[src/core/cca_pkg.sv]
/*
 * Constants, command kinds and status codes of the controller
 * capability attribute bank.
 * Assumes byte addresses count from the start of the identify structure.
 */
// Function
// - Byte 525 bit 0 reports a volatile write cache; bits 7:1 read zero.
// - With a cache present, flush and cache feature commands are accepted.
// - Report zero-based normal atomic size; writes within it are atomic.
// - Normal atomic size all ones makes every write atomic.
// - Normal atomic size should reach 128KB scaled by block size.
// - Zero-based power-fail atomic size; writes within it survive power loss.
// - Byte 530 bit 0 reports standard vendor command layout; bits 7:1 zero.
// - Oversized compare-and-write fails with invalid field status.
// - Compare-write atomic size reads zero without fused pair support.
// - Scatter-gather bit 16 reports bit bucket support; reserved bits zero.
// - Scatter-gather bit 0 clear forces the whole word to zero.
// - Fused support bit 0; in a fused pair compare comes first.
package cca_pkg;
    localparam int ADDR_W = 12;
    localparam logic [11:0] OFS_CACHE = 12'h20D;
    localparam logic [11:0] OFS_AWN_LO = 12'h20E;
    localparam logic [11:0] OFS_AWN_HI = 12'h20F;
    localparam logic [11:0] OFS_APL_LO = 12'h210;
    localparam logic [11:0] OFS_APL_HI = 12'h211;
    localparam logic [11:0] OFS_VCL = 12'h212;
    localparam logic [11:0] OFS_CWA_LO = 12'h214;
    localparam logic [11:0] OFS_CWA_HI = 12'h215;
    localparam logic [11:0] OFS_SGL_B0 = 12'h218;
    localparam logic [11:0] OFS_SGL_B2 = 12'h21A;
    localparam logic [11:0] OFS_SGL_B3 = 12'h21B;
    localparam logic [15:0] ATOMIC_ALL = 16'hFFFF;
    localparam logic [31:0] ATOMIC_REC_BYTES = 32'h00020000;
    localparam logic [7:0] ST_SUCCESS = 8'h00;
    localparam logic [7:0] ST_INVALID_FIELD = 8'h02;
    localparam logic [7:0] ST_FUSED_MISSING = 8'h0A;
    localparam logic [7:0] ST_FUSED_ORDER = 8'h0B;
    typedef enum logic [2:0] {
        CMD_READ,
        CMD_WRITE,
        CMD_FLUSH,
        CMD_SETF_CACHE,
        CMD_GETF_CACHE,
        CMD_FUSED_CMP,
        CMD_FUSED_WR,
        CMD_OTHER
    } cca_cmd_e;
endpackage

[src/core/cca_chk_if.sv]
/*
 * Carrier between the attribute bank and its command checker.
 * Assumes both ends run on the same clock.
 */
`timescale 1ns/1ns
interface cca_chk_if;
    import cca_pkg::*;
    logic cmd_valid;
    cca_cmd_e cmd_kind;
    logic [15:0] cmd_nlb;
    logic cache;
    logic fused;
    logic [15:0] cw_size;
    logic [15:0] norm_size;
    logic [15:0] pl_size;
    logic [7:0] res_status;
    logic res_atomic;
    logic res_pf_atomic;
    modport bank (output cmd_valid, cmd_kind, cmd_nlb, cache, fused, cw_size,
        norm_size, pl_size, input res_status, res_atomic, res_pf_atomic);
    modport chk (input cmd_valid, cmd_kind, cmd_nlb, cache, fused, cw_size,
        norm_size, pl_size, output res_status, res_atomic, res_pf_atomic);
endinterface

[src/core/cca_attr_bank.sv]
/*
 * Controller capability attribute bank: byte read port over the
 * capability range and command limit enforcement.
 * Assumes capability straps are steady while rst is high.
 */
`timescale 1ns/1ns
module cca_attr_bank (
    // Clock and reset
    input wire logic mclk,
    input wire logic rst,
    // Capability straps, caught during reset, and lba_shift, which is not caught
    input wire logic cap_cache_present,
    input wire logic [15:0] cap_atomic_size_normal,
    input wire logic [15:0] cap_atomic_size_power_loss,
    input wire logic cap_vendor_cmd_layout_cfg,
    input wire logic cap_fused_op_support,
    input wire logic [15:0] cap_compare_write_atomic_size,
    input wire logic cap_sgl_basic,
    input wire logic cap_sgl_bit_bucket,
    input wire logic [3:0] lba_shift,
    // Byte read port
    input wire logic rd_req,
    input wire logic [cca_pkg::ADDR_W-1:0] rd_addr,
    output logic rd_valid_r,
    output logic [7:0] rd_data_r,
    // Command check port
    input wire logic cmd_valid,
    input wire cca_pkg::cca_cmd_e cmd_kind,
    input wire logic [15:0] cmd_nlb,
    output logic cmd_done_r,
    output logic [7:0] cmd_status_r,
    output logic cmd_atomic_r,
    output logic cmd_pf_atomic_r,
    // Status
    output logic atomic_rec_met_r
);
    import cca_pkg::*;

    logic cache_r;
    logic [15:0] norm_size_r;
    logic [15:0] pl_size_r;
    logic vcl_r;
    logic fused_r;
    logic [15:0] cw_size_r;
    logic sgl_r;
    logic bb_r;

    function automatic logic [7:0] pick16(input logic [15:0] v,
        input logic hi);
        pick16 = hi ? v[15:8] : v[7:0];
    endfunction

    // Field values as seen by the host
    wire [15:0] cw_size_eff = fused_r ? cw_size_r : 16'h0000;
    wire sgl_bb_eff = sgl_r & bb_r;
    wire [7:0] sgl_b0 = {7'h00, sgl_r};
    wire [7:0] sgl_b2 = {7'h00, sgl_bb_eff};

    // Byte decode; everything else in range reads zero
    wire sel_cache = rd_addr == OFS_CACHE;
    wire sel_awn = rd_addr == OFS_AWN_LO || rd_addr == OFS_AWN_HI;
    wire sel_apl = rd_addr == OFS_APL_LO || rd_addr == OFS_APL_HI;
    wire sel_vcl = rd_addr == OFS_VCL;
    wire sel_cwa = rd_addr == OFS_CWA_LO || rd_addr == OFS_CWA_HI;
    wire sel_sg0 = rd_addr == OFS_SGL_B0;
    wire sel_sg2 = rd_addr == OFS_SGL_B2;
    wire [7:0] rd_byte =
        sel_cache ? {7'h00, cache_r} :
        sel_awn ? pick16(norm_size_r, rd_addr[0]) :
        sel_apl ? pick16(pl_size_r, rd_addr[0]) :
        sel_vcl ? {7'h00, vcl_r} :
        sel_cwa ? pick16(cw_size_eff, rd_addr[0]) :
        sel_sg0 ? sgl_b0 :
        sel_sg2 ? sgl_b2 : 8'h00;

    // Recommended atomic size check
    wire [31:0] rec_blocks = ATOMIC_REC_BYTES >> lba_shift;
    wire [31:0] norm_blocks = {16'h0000, norm_size_r} + 32'h00000001;
    wire rec_met = norm_size_r == ATOMIC_ALL || norm_blocks >= rec_blocks;

    cca_chk_if ci ();
    assign ci.cmd_valid = cmd_valid;
    assign ci.cmd_kind = cmd_kind;
    assign ci.cmd_nlb = cmd_nlb;
    assign ci.cache = cache_r;
    assign ci.fused = fused_r;
    assign ci.cw_size = cw_size_eff;
    assign ci.norm_size = norm_size_r;
    assign ci.pl_size = pl_size_r;

    cca_cmd_check u_chk (
        .mclk(mclk),
        .rst(rst),
        .ci(ci)
    );

    // Straps caught while reset is held
    always_ff @(posedge mclk) begin
        if (rst) begin
            cache_r <= cap_cache_present;
            norm_size_r <= cap_atomic_size_normal;
            pl_size_r <= cap_atomic_size_power_loss;
            vcl_r <= cap_vendor_cmd_layout_cfg;
            fused_r <= cap_fused_op_support;
            cw_size_r <= cap_compare_write_atomic_size;
            sgl_r <= cap_sgl_basic;
            bb_r <= cap_sgl_bit_bucket;
        end
    end

    always_ff @(posedge mclk) begin
        if (rst) begin
            rd_valid_r <= 1'b0;
            rd_data_r <= 8'h00;
            atomic_rec_met_r <= 1'b0;
        end else begin
            rd_valid_r <= rd_req;
            rd_data_r <= rd_req ? rd_byte : 8'h00;
            atomic_rec_met_r <= rec_met;
        end
    end

    always_ff @(posedge mclk) begin
        if (rst) begin
            cmd_done_r <= 1'b0;
            cmd_status_r <= ST_SUCCESS;
            cmd_atomic_r <= 1'b0;
            cmd_pf_atomic_r <= 1'b0;
        end else begin
            cmd_done_r <= cmd_valid;
            cmd_status_r <= ci.res_status;
            cmd_atomic_r <= ci.res_atomic;
            cmd_pf_atomic_r <= ci.res_pf_atomic;
        end
    end
endmodule

[src/core/cca_cmd_check.sv]
/*
 * Command checker: judges each command against the reported limits
 * and tracks fused pair order.
 * Assumes at most one command per cycle, results read the same cycle.
 */
`timescale 1ns/1ns
module cca_cmd_check (
    // Clock and reset
    input wire logic mclk,
    input wire logic rst,
    // Bank side
    cca_chk_if.chk ci
);
    import cca_pkg::*;

    typedef enum logic {FS_IDLE, FS_WAIT_WR} cca_fstate_e;
    cca_fstate_e fs_r;
    cca_fstate_e fs_nxt;

    wire is_cache_cmd = ci.cmd_kind == CMD_FLUSH ||
        ci.cmd_kind == CMD_SETF_CACHE || ci.cmd_kind == CMD_GETF_CACHE;
    wire cw_too_big = ci.cmd_nlb > ci.cw_size;
    wire wr_atomic = ci.norm_size == ATOMIC_ALL || ci.cmd_nlb <= ci.norm_size;
    wire wr_pf_atomic = ci.cmd_nlb <= ci.pl_size;

    always_comb begin
        fs_nxt = fs_r;
        ci.res_status = ST_SUCCESS;
        ci.res_atomic = 1'b0;
        ci.res_pf_atomic = 1'b0;
        if (ci.cmd_valid) begin
            unique case (fs_r)
                FS_IDLE: begin
                    if (is_cache_cmd) begin
                        // Accepted only when a cache is reported
                        if (!ci.cache) begin
                            ci.res_status = ST_INVALID_FIELD;
                        end
                    end else if (ci.cmd_kind == CMD_FUSED_CMP) begin
                        // Oversized or unsupported pair fails
                        if (!ci.fused || cw_too_big) begin
                            ci.res_status = ST_INVALID_FIELD;
                        end else begin
                            fs_nxt = FS_WAIT_WR;
                        end
                    end else if (ci.cmd_kind == CMD_FUSED_WR) begin
                        // Write half without compare first
                        ci.res_status = ST_FUSED_ORDER;
                    end else if (ci.cmd_kind == CMD_WRITE) begin
                        ci.res_atomic = wr_atomic;
                        ci.res_pf_atomic = wr_pf_atomic;
                    end
                end
                FS_WAIT_WR: begin
                    fs_nxt = FS_IDLE;
                    if (ci.cmd_kind != CMD_FUSED_WR) begin
                        ci.res_status = ST_FUSED_MISSING;
                    end else if (cw_too_big) begin
                        ci.res_status = ST_INVALID_FIELD;
                    end else begin
                        ci.res_atomic = 1'b1;
                    end
                end
            endcase
        end
    end

    always_ff @(posedge mclk) begin
        if (rst) begin
            fs_r <= FS_IDLE;
        end else begin
            fs_r <= fs_nxt;
        end
    end
endmodule

[config.mk]
export PLATFORM = sky130hd
export DESIGN_NAME = cca_attr_bank
export DESIGN_NICKNAME = d
export VERILOG_FILES = /design/src/core/cca_pkg.sv /design/src/core/cca_chk_if.sv /design/src/core/cca_attr_bank.sv /design/src/core/cca_cmd_check.sv
export SDC_FILE = /design/constraint.sdc
export NUM_CORES = 1
export LEC_CHECK = 0
export BUFFER_PORTS_ARGS = -buffer_cell sky130_fd_sc_hd__buf_4
export CAP_MARGIN = 20
export CORE_MARGIN = 3
export CORE_UTILIZATION = 35
export CTS_CLUSTER_SIZE = 20
export DETAILED_ROUTE_END_ITERATION = 6
export GPL_TIMING_DRIVEN = 0
export PLACE_DENSITY = 0.57
export SETUP_SLACK_MARGIN = 0.2
export SLEW_MARGIN = 10
export SYNTH_ARGS = -nofsm -noshare
export SYNTH_HDL_FRONTEND = slang
export SYNTH_SLANG_ARGS = --single-unit
[constraint.sdc]
create_clock -name mclk -period 2.29 [get_ports mclk]
set_input_delay 0.229 -clock mclk [delete_from_list [all_inputs] [get_ports mclk]]
set_output_delay 0.229 -clock mclk [all_outputs]
set_load 0.02 [all_outputs]
## Word level (Yosys, flattened, before mapping)

Index checks and enable logic that the tools add are counted.

| word-level totals | value |
|---|---|
| output and inout bits | 21 |
| register bits | 75 |
| word-level logic and storage cells | 89 |

| operators by class | value |
|---|---|
| multiplexer cells | 30 |
| reduce and logical (&&, ||, !) cells | 13 |
| bitwise operators | 5 |
| add/sub/neg operators | 1 |
| magnitude comparators | 4 |
| equality and inequality tests | 18 |
| shift-type cells | 1 |

Operators with widths:

| operator | count |
|---|---|
| $eq A12 B10 Y1 const B | 10 |
| $mux W8 | 10 |
| $ge A17 B32 Y1 | 1 |
| $le A16 B16 Y1 | 2 |
| $shr A18 B4 Y32 const A | 1 |
| $add A16 B1 Y17 const B | 1 |
| $eq A16 B16 Y1 const B | 1 |
| $gt A16 B16 Y1 | 1 |
| $mux W16 | 1 |
| $pmux W8 S2 | 1 |
| $mux W1 | 12 |
| $eq A3 B3 Y1 const B | 3 |
| $logic_or A1 B1 Y1 | 8 |
| $reduce_or A7 Y1 | 1 |
| $eq A3 B2 Y1 const B | 2 |
| $mux W2 | 3 |
| $mux W4 | 1 |
| $not A1 Y1 | 4 |
| $pmux W1 S2 | 2 |
| $reduce_or A2 Y1 | 2 |
| $eq A3 B1 Y1 const B | 1 |
| $ne A3 B3 Y1 const B | 1 |
| $reduce_or A3 Y1 | 1 |
| $and A1 B1 Y1 | 1 |
| $logic_not A1 Y1 | 1 |

## Longest topological paths before layout

| depth | value |
|---|---|
| depth after elaboration | 8 |
| depth in mapped cells | 11 |
| gate-level depth less buffers | 11 |

## Hierarchy

A second synthesis with hierarchy kept.

| second synthesis, totals | value |
|---|---|
| cell total of the unflattened synthesis | 471 |
| area, all modules | 4889.7 um2 |

Modules (own cells, without submodules):

| module | instances | cells each | area each (um2) |
|---|---|---|---|
| cca_attr_bank | 1 | 269 | 3449.6 |
| cca_cmd_check | 1 | 202 | 1440.1 |

## Worst setup path after synthesis

OpenSTA, ideal clock, no wires.

| timing path | value |
|---|---|
| kind | reg-to-reg |
| start | register fused_r (netlist: ci.fused) |
| end | register cmd_status_r[1] |
| setup slack | -0.231 ns |
| stages on the path, launching flop included | 12 |
| arrival time | 2.451 ns |
| library setup time | 0.070 ns |
| clock period less this slack | 2.521 ns |
| cells stage by stage | edfxtp_1 > clkbuf_1 > clkbuf_1 > clkbuf_1 > nand2_1 > ha_1 > nand4_1 > nor4_1 > a21boi_1 > o31a_1 > o22ai_1 > a21oi_1 |

| between the ends | value |
|---|---|
| longest elaborated chain between the ends | 7 |

Ends and longest elaborated chain:

| item | line | RTL |
|---|---|---|
| start, declared | cca_attr_bank.sv:43 | `logic fused_r;` |
| start signal, assigned | cca_attr_bank.sv:104 | `fused_r <= cap_fused_op_support;` |
| $mux W16 | cca_attr_bank.sv:54 | `wire [15:0] cw_size_eff = fused_r ? cw_size_r : 16'h0000;` |
| $gt A16 B16 Y1 | cca_cmd_check.sv:22 | `wire cw_too_big = ci.cmd_nlb > ci.cw_size;` |
| $logic_or A1 B1 Y1 | cca_cmd_check.sv:41 | `if (!ci.fused \|\| cw_too_big) begin` |
| $mux W2 | cca_cmd_check.sv:41 |  |
| $mux W8 | cca_cmd_check.sv:39 | `end else if (ci.cmd_kind == CMD_FUSED_CMP) begin` |
| $mux W8 | cca_cmd_check.sv:34 | `if (is_cache_cmd) begin` |
| $pmux W8 S2 (*) | cca_cmd_check.sv:32 | `unique case (fs_r)` |
| end signal, assigned | cca_attr_bank.sv:131 | `cmd_status_r <= ci.res_status;` |
| end, declared | cca_attr_bank.sv:31 | `output logic [7:0] cmd_status_r,` |

Every way passes the cells marked *; elsewhere a longest branch is shown, timed or not.
A chain may end at the register's enable or synchronous reset.

## Worst setup path in the final report

Same ends and word-level chain as after synthesis.

==> out/metrics.yaml <==
path_max_fanout: 8
cts_buffer_depth: 2
rows: 40
clkTransAtPathRegs_ns: 0.06
syn_area_per_cell_um2: 9.875
clkLatencyLatePin_ns: 0.34
synthTopCellsByArea: "edfxtp_1 (36%), ha_1 (18%), dfxtp_1 (7.6%)"
start_util_pct: 36.56
maxSlewHeadroom_pct: 52.25
period_share_pct: 105.1
track_usage_pct: 18.05
violations: "negative setup slack"
ioPinCount: 113
fmax_mhz: 415.3
hp-class: "input port to register"
drc: 0
die_width_um: 119.2
drtIter0Drc: 230
port_buffers: 107
crit_required_ns: 2.51
fin_util_pct: 50.10
cts_inserted_buffers: 9
cts_tree: "done"
grt_first_pass_wirelength_mm: 19.89
setup_ws_ns: -0.1177
nets: 742
hold_viol_final: 0
gp_congestion: 0.9062
wirelength_mm: 12.43
clock_skew_ns: 0.003910
synth_edf_count: 53
criticalPathCategory: "register to register"
place_hpwl_mm: 9.953
synthCells: 454
finalSetupViolCount: 3
end_kind: "register"
clkSinkCount: 70
wl_per_cell_um: 16.35
nFillCells: 1169
grt_max_degree: 58
drive_gt1_share_pct: 28.55
yosysMostFrequentCell: "ha_1"
area_growth_pct: 37.04
ys_ff_latch: 70
overflow: 0
critPathLaunchType: "register"
vias: 3858
synth_commonest_cells: "ha_1 (63), nand2_1 (54), edfxtp_1 (53)"
ys_async_sr_fraction_pct: 0
fin_crit_ns: 2.408
grt_pass1_vias: 3963
rsz0062_at_grt: "yes"
synth_top_area_share_pct: 35.50
htreeDepth: 3
seq_area_frac_synth_pct: 43.09
drv_cap: 0
clockRootBuffer: "clkbuf_16"
fp.coreArea_um2: 12260
report.final.slew_viol_count: 0
synth.distinct_cells: 50
tightest_slew_ns: 0.7162
yosysTopAreaCell: "edfxtp_1"
antenna_cells: 0
antenna_found_initial: 0
power.leakage_nw: 2.667
power.density_nw_per_um2: 607.9
cp_data_arrival_time_ns: 2.63
dr.pass1.iters: 4
yosysWarnings: 0
dp_slack_ns: -0.3165
postRouteAntennaNets: 0
status: "finished, violations left"
dieArea_um2: 14200
ys.flop_type: "edfxtp_1"
via_per_inst: 5.076
fp.dieH_um: 119.2
peakVddDrop_mv: 0.5164
synth_area_um2: 4483
[worst max-delay path, cell delays in order (launching register included)]
cell	delay [ns]
edfxtp_1	0.36
clkbuf_8	0.15
clkbuf_16	0.15
clkbuf_16	0.16
nand2_4	0.07
ha_4	0.20
buf_4	0.13
a21o_1	0.17
a21oi_1	0.17
a21oi_1	0.13
o31a_1	0.37
o22ai_1	0.14
a21oi_1	0.09
[report_power, final]
group          internal [mW]  switching (mW)  total, mW
sequential              1.46          0.0585       1.52
combinational          0.367           0.386      0.753
clock                  0.950           0.512       1.46
total                   2.78           0.956       3.73
[cell type report]
type                            instances  area (µm²)  share of cell area, %
Buffer                                 13       120.1                  1.955
Clock buffer                           10       229.0                  3.727
Clock inverter                          6       85.08                  1.385
Inverter                               37       138.9                  2.261
Multi-Input combinational cell        338        2536                  41.28
Sequential cell                        70        1932                  31.45
Tap cell                              168       210.2                  3.422
Timing Repair Buffer                  118       892.1                  14.52
[routing by layer]
metal | track usage [%] | share of wire (%) | vias to the layer above | wire (µm)
li1 | - | - | 1924 | -
met4 | 6.300 | 2.5 | 0 | 308
met5 | 0 | 0 | - | 0
met3 | 5.318 | 4.7 | 19 | 581
met2 | 31.01 | 50 | 100 | 6223
met1 | 21.41 | 43 | 1815 | 5315
[what timing repair did]
item,4_1_cts,5_1_grt
resized for setup,15,2
hold buffers,0,0
buffers inserted,10,0
endpoints found under the setup margin,4,4
gates cloned,1,0
pin swaps,11,3
[cell families (layout without fill, tap and decap cells)]
| kind of cell | Yosys count | count (layout) | share of synthesized area (%) |
|---|---|---|---|
| multiplexers | 8 | 8 | 1.814 |
| adder cells (fa/ha/maj) | 63 | 63 | 17.58 |
| AO/OA/AOI/OAI | 99 | 99 | 13.51 |
| flip-flops | 70 | 70 | 43.09 |
| buffers and inverters | 50 | 184 | 4.605 |
| XOR/XNOR | 15 | 15 | 2.931 |
| other | 1 | 5 | 0.08365 |
| AND/OR/NAND/NOR | 148 | 148 | 16.38 |
[through the flow]
step | setup TNS, ns | area (µm²) | power [mW] | std cells | hold WS [ns]
2_1_floorplan | 0 | 4619 | 1.926 | 458 | 0.3070
5_1_grt | -0.6525 | 6143 | 3.940 | 760 | 0.04239
3_3_place_gp | -0.7538 | 5633 | 2.214 | 733 | 0.4071
3_5_place_dp | -0.9037 | 5633 | 2.238 | 733 | 0.4084
6_report | -0.2445 | 6143 | 3.734 | 760 | 0.06516
4_1_cts | -0.1905 | 6132 | 3.761 | 760 | 0.05522
[placed cells by master, fill, tap and decap left out, types with 4 or more instances in the layout]
cell type	n
o22ai_1	9
nand4_1	14
inv_1	37
a21o_1	7
clkbuf_1	5
ha_4	7
o21ai_0	17
ha_1	56
nand2_1	47
a31oi_1	9
nor2b_1	10
clkbuf_16	11
dfxtp_1	17
buf_4	122
conb_1	5
nand3_1	13
nand2_4	4
nor2_1	30
xnor2_1	15
edfxtp_1	53
mux2i_1	7
a21oi_1	33
[state kept, by name, summed over array words and instances (netlist names), 3 cells and up]
register,cells
ci.norm_size,16
rd_data_r,8
cmd_status_r,3
ci.pl_size,16
cw_size_r,16
[worst paths after layout]
check,startpoint,slack (ns),end,cells after the start
setup reg to reg,ci.fused,-0.12,cmd_status_r[1],12
setup / recovery,ci.fused,-0.12,cmd_status_r[1],12
hold / removal,cap_fused_op_support,0.07,ci.fused,1
hold reg to reg,cache_r,0.55,rd_data_r[0],1
(Power assumes the default switching activity.)
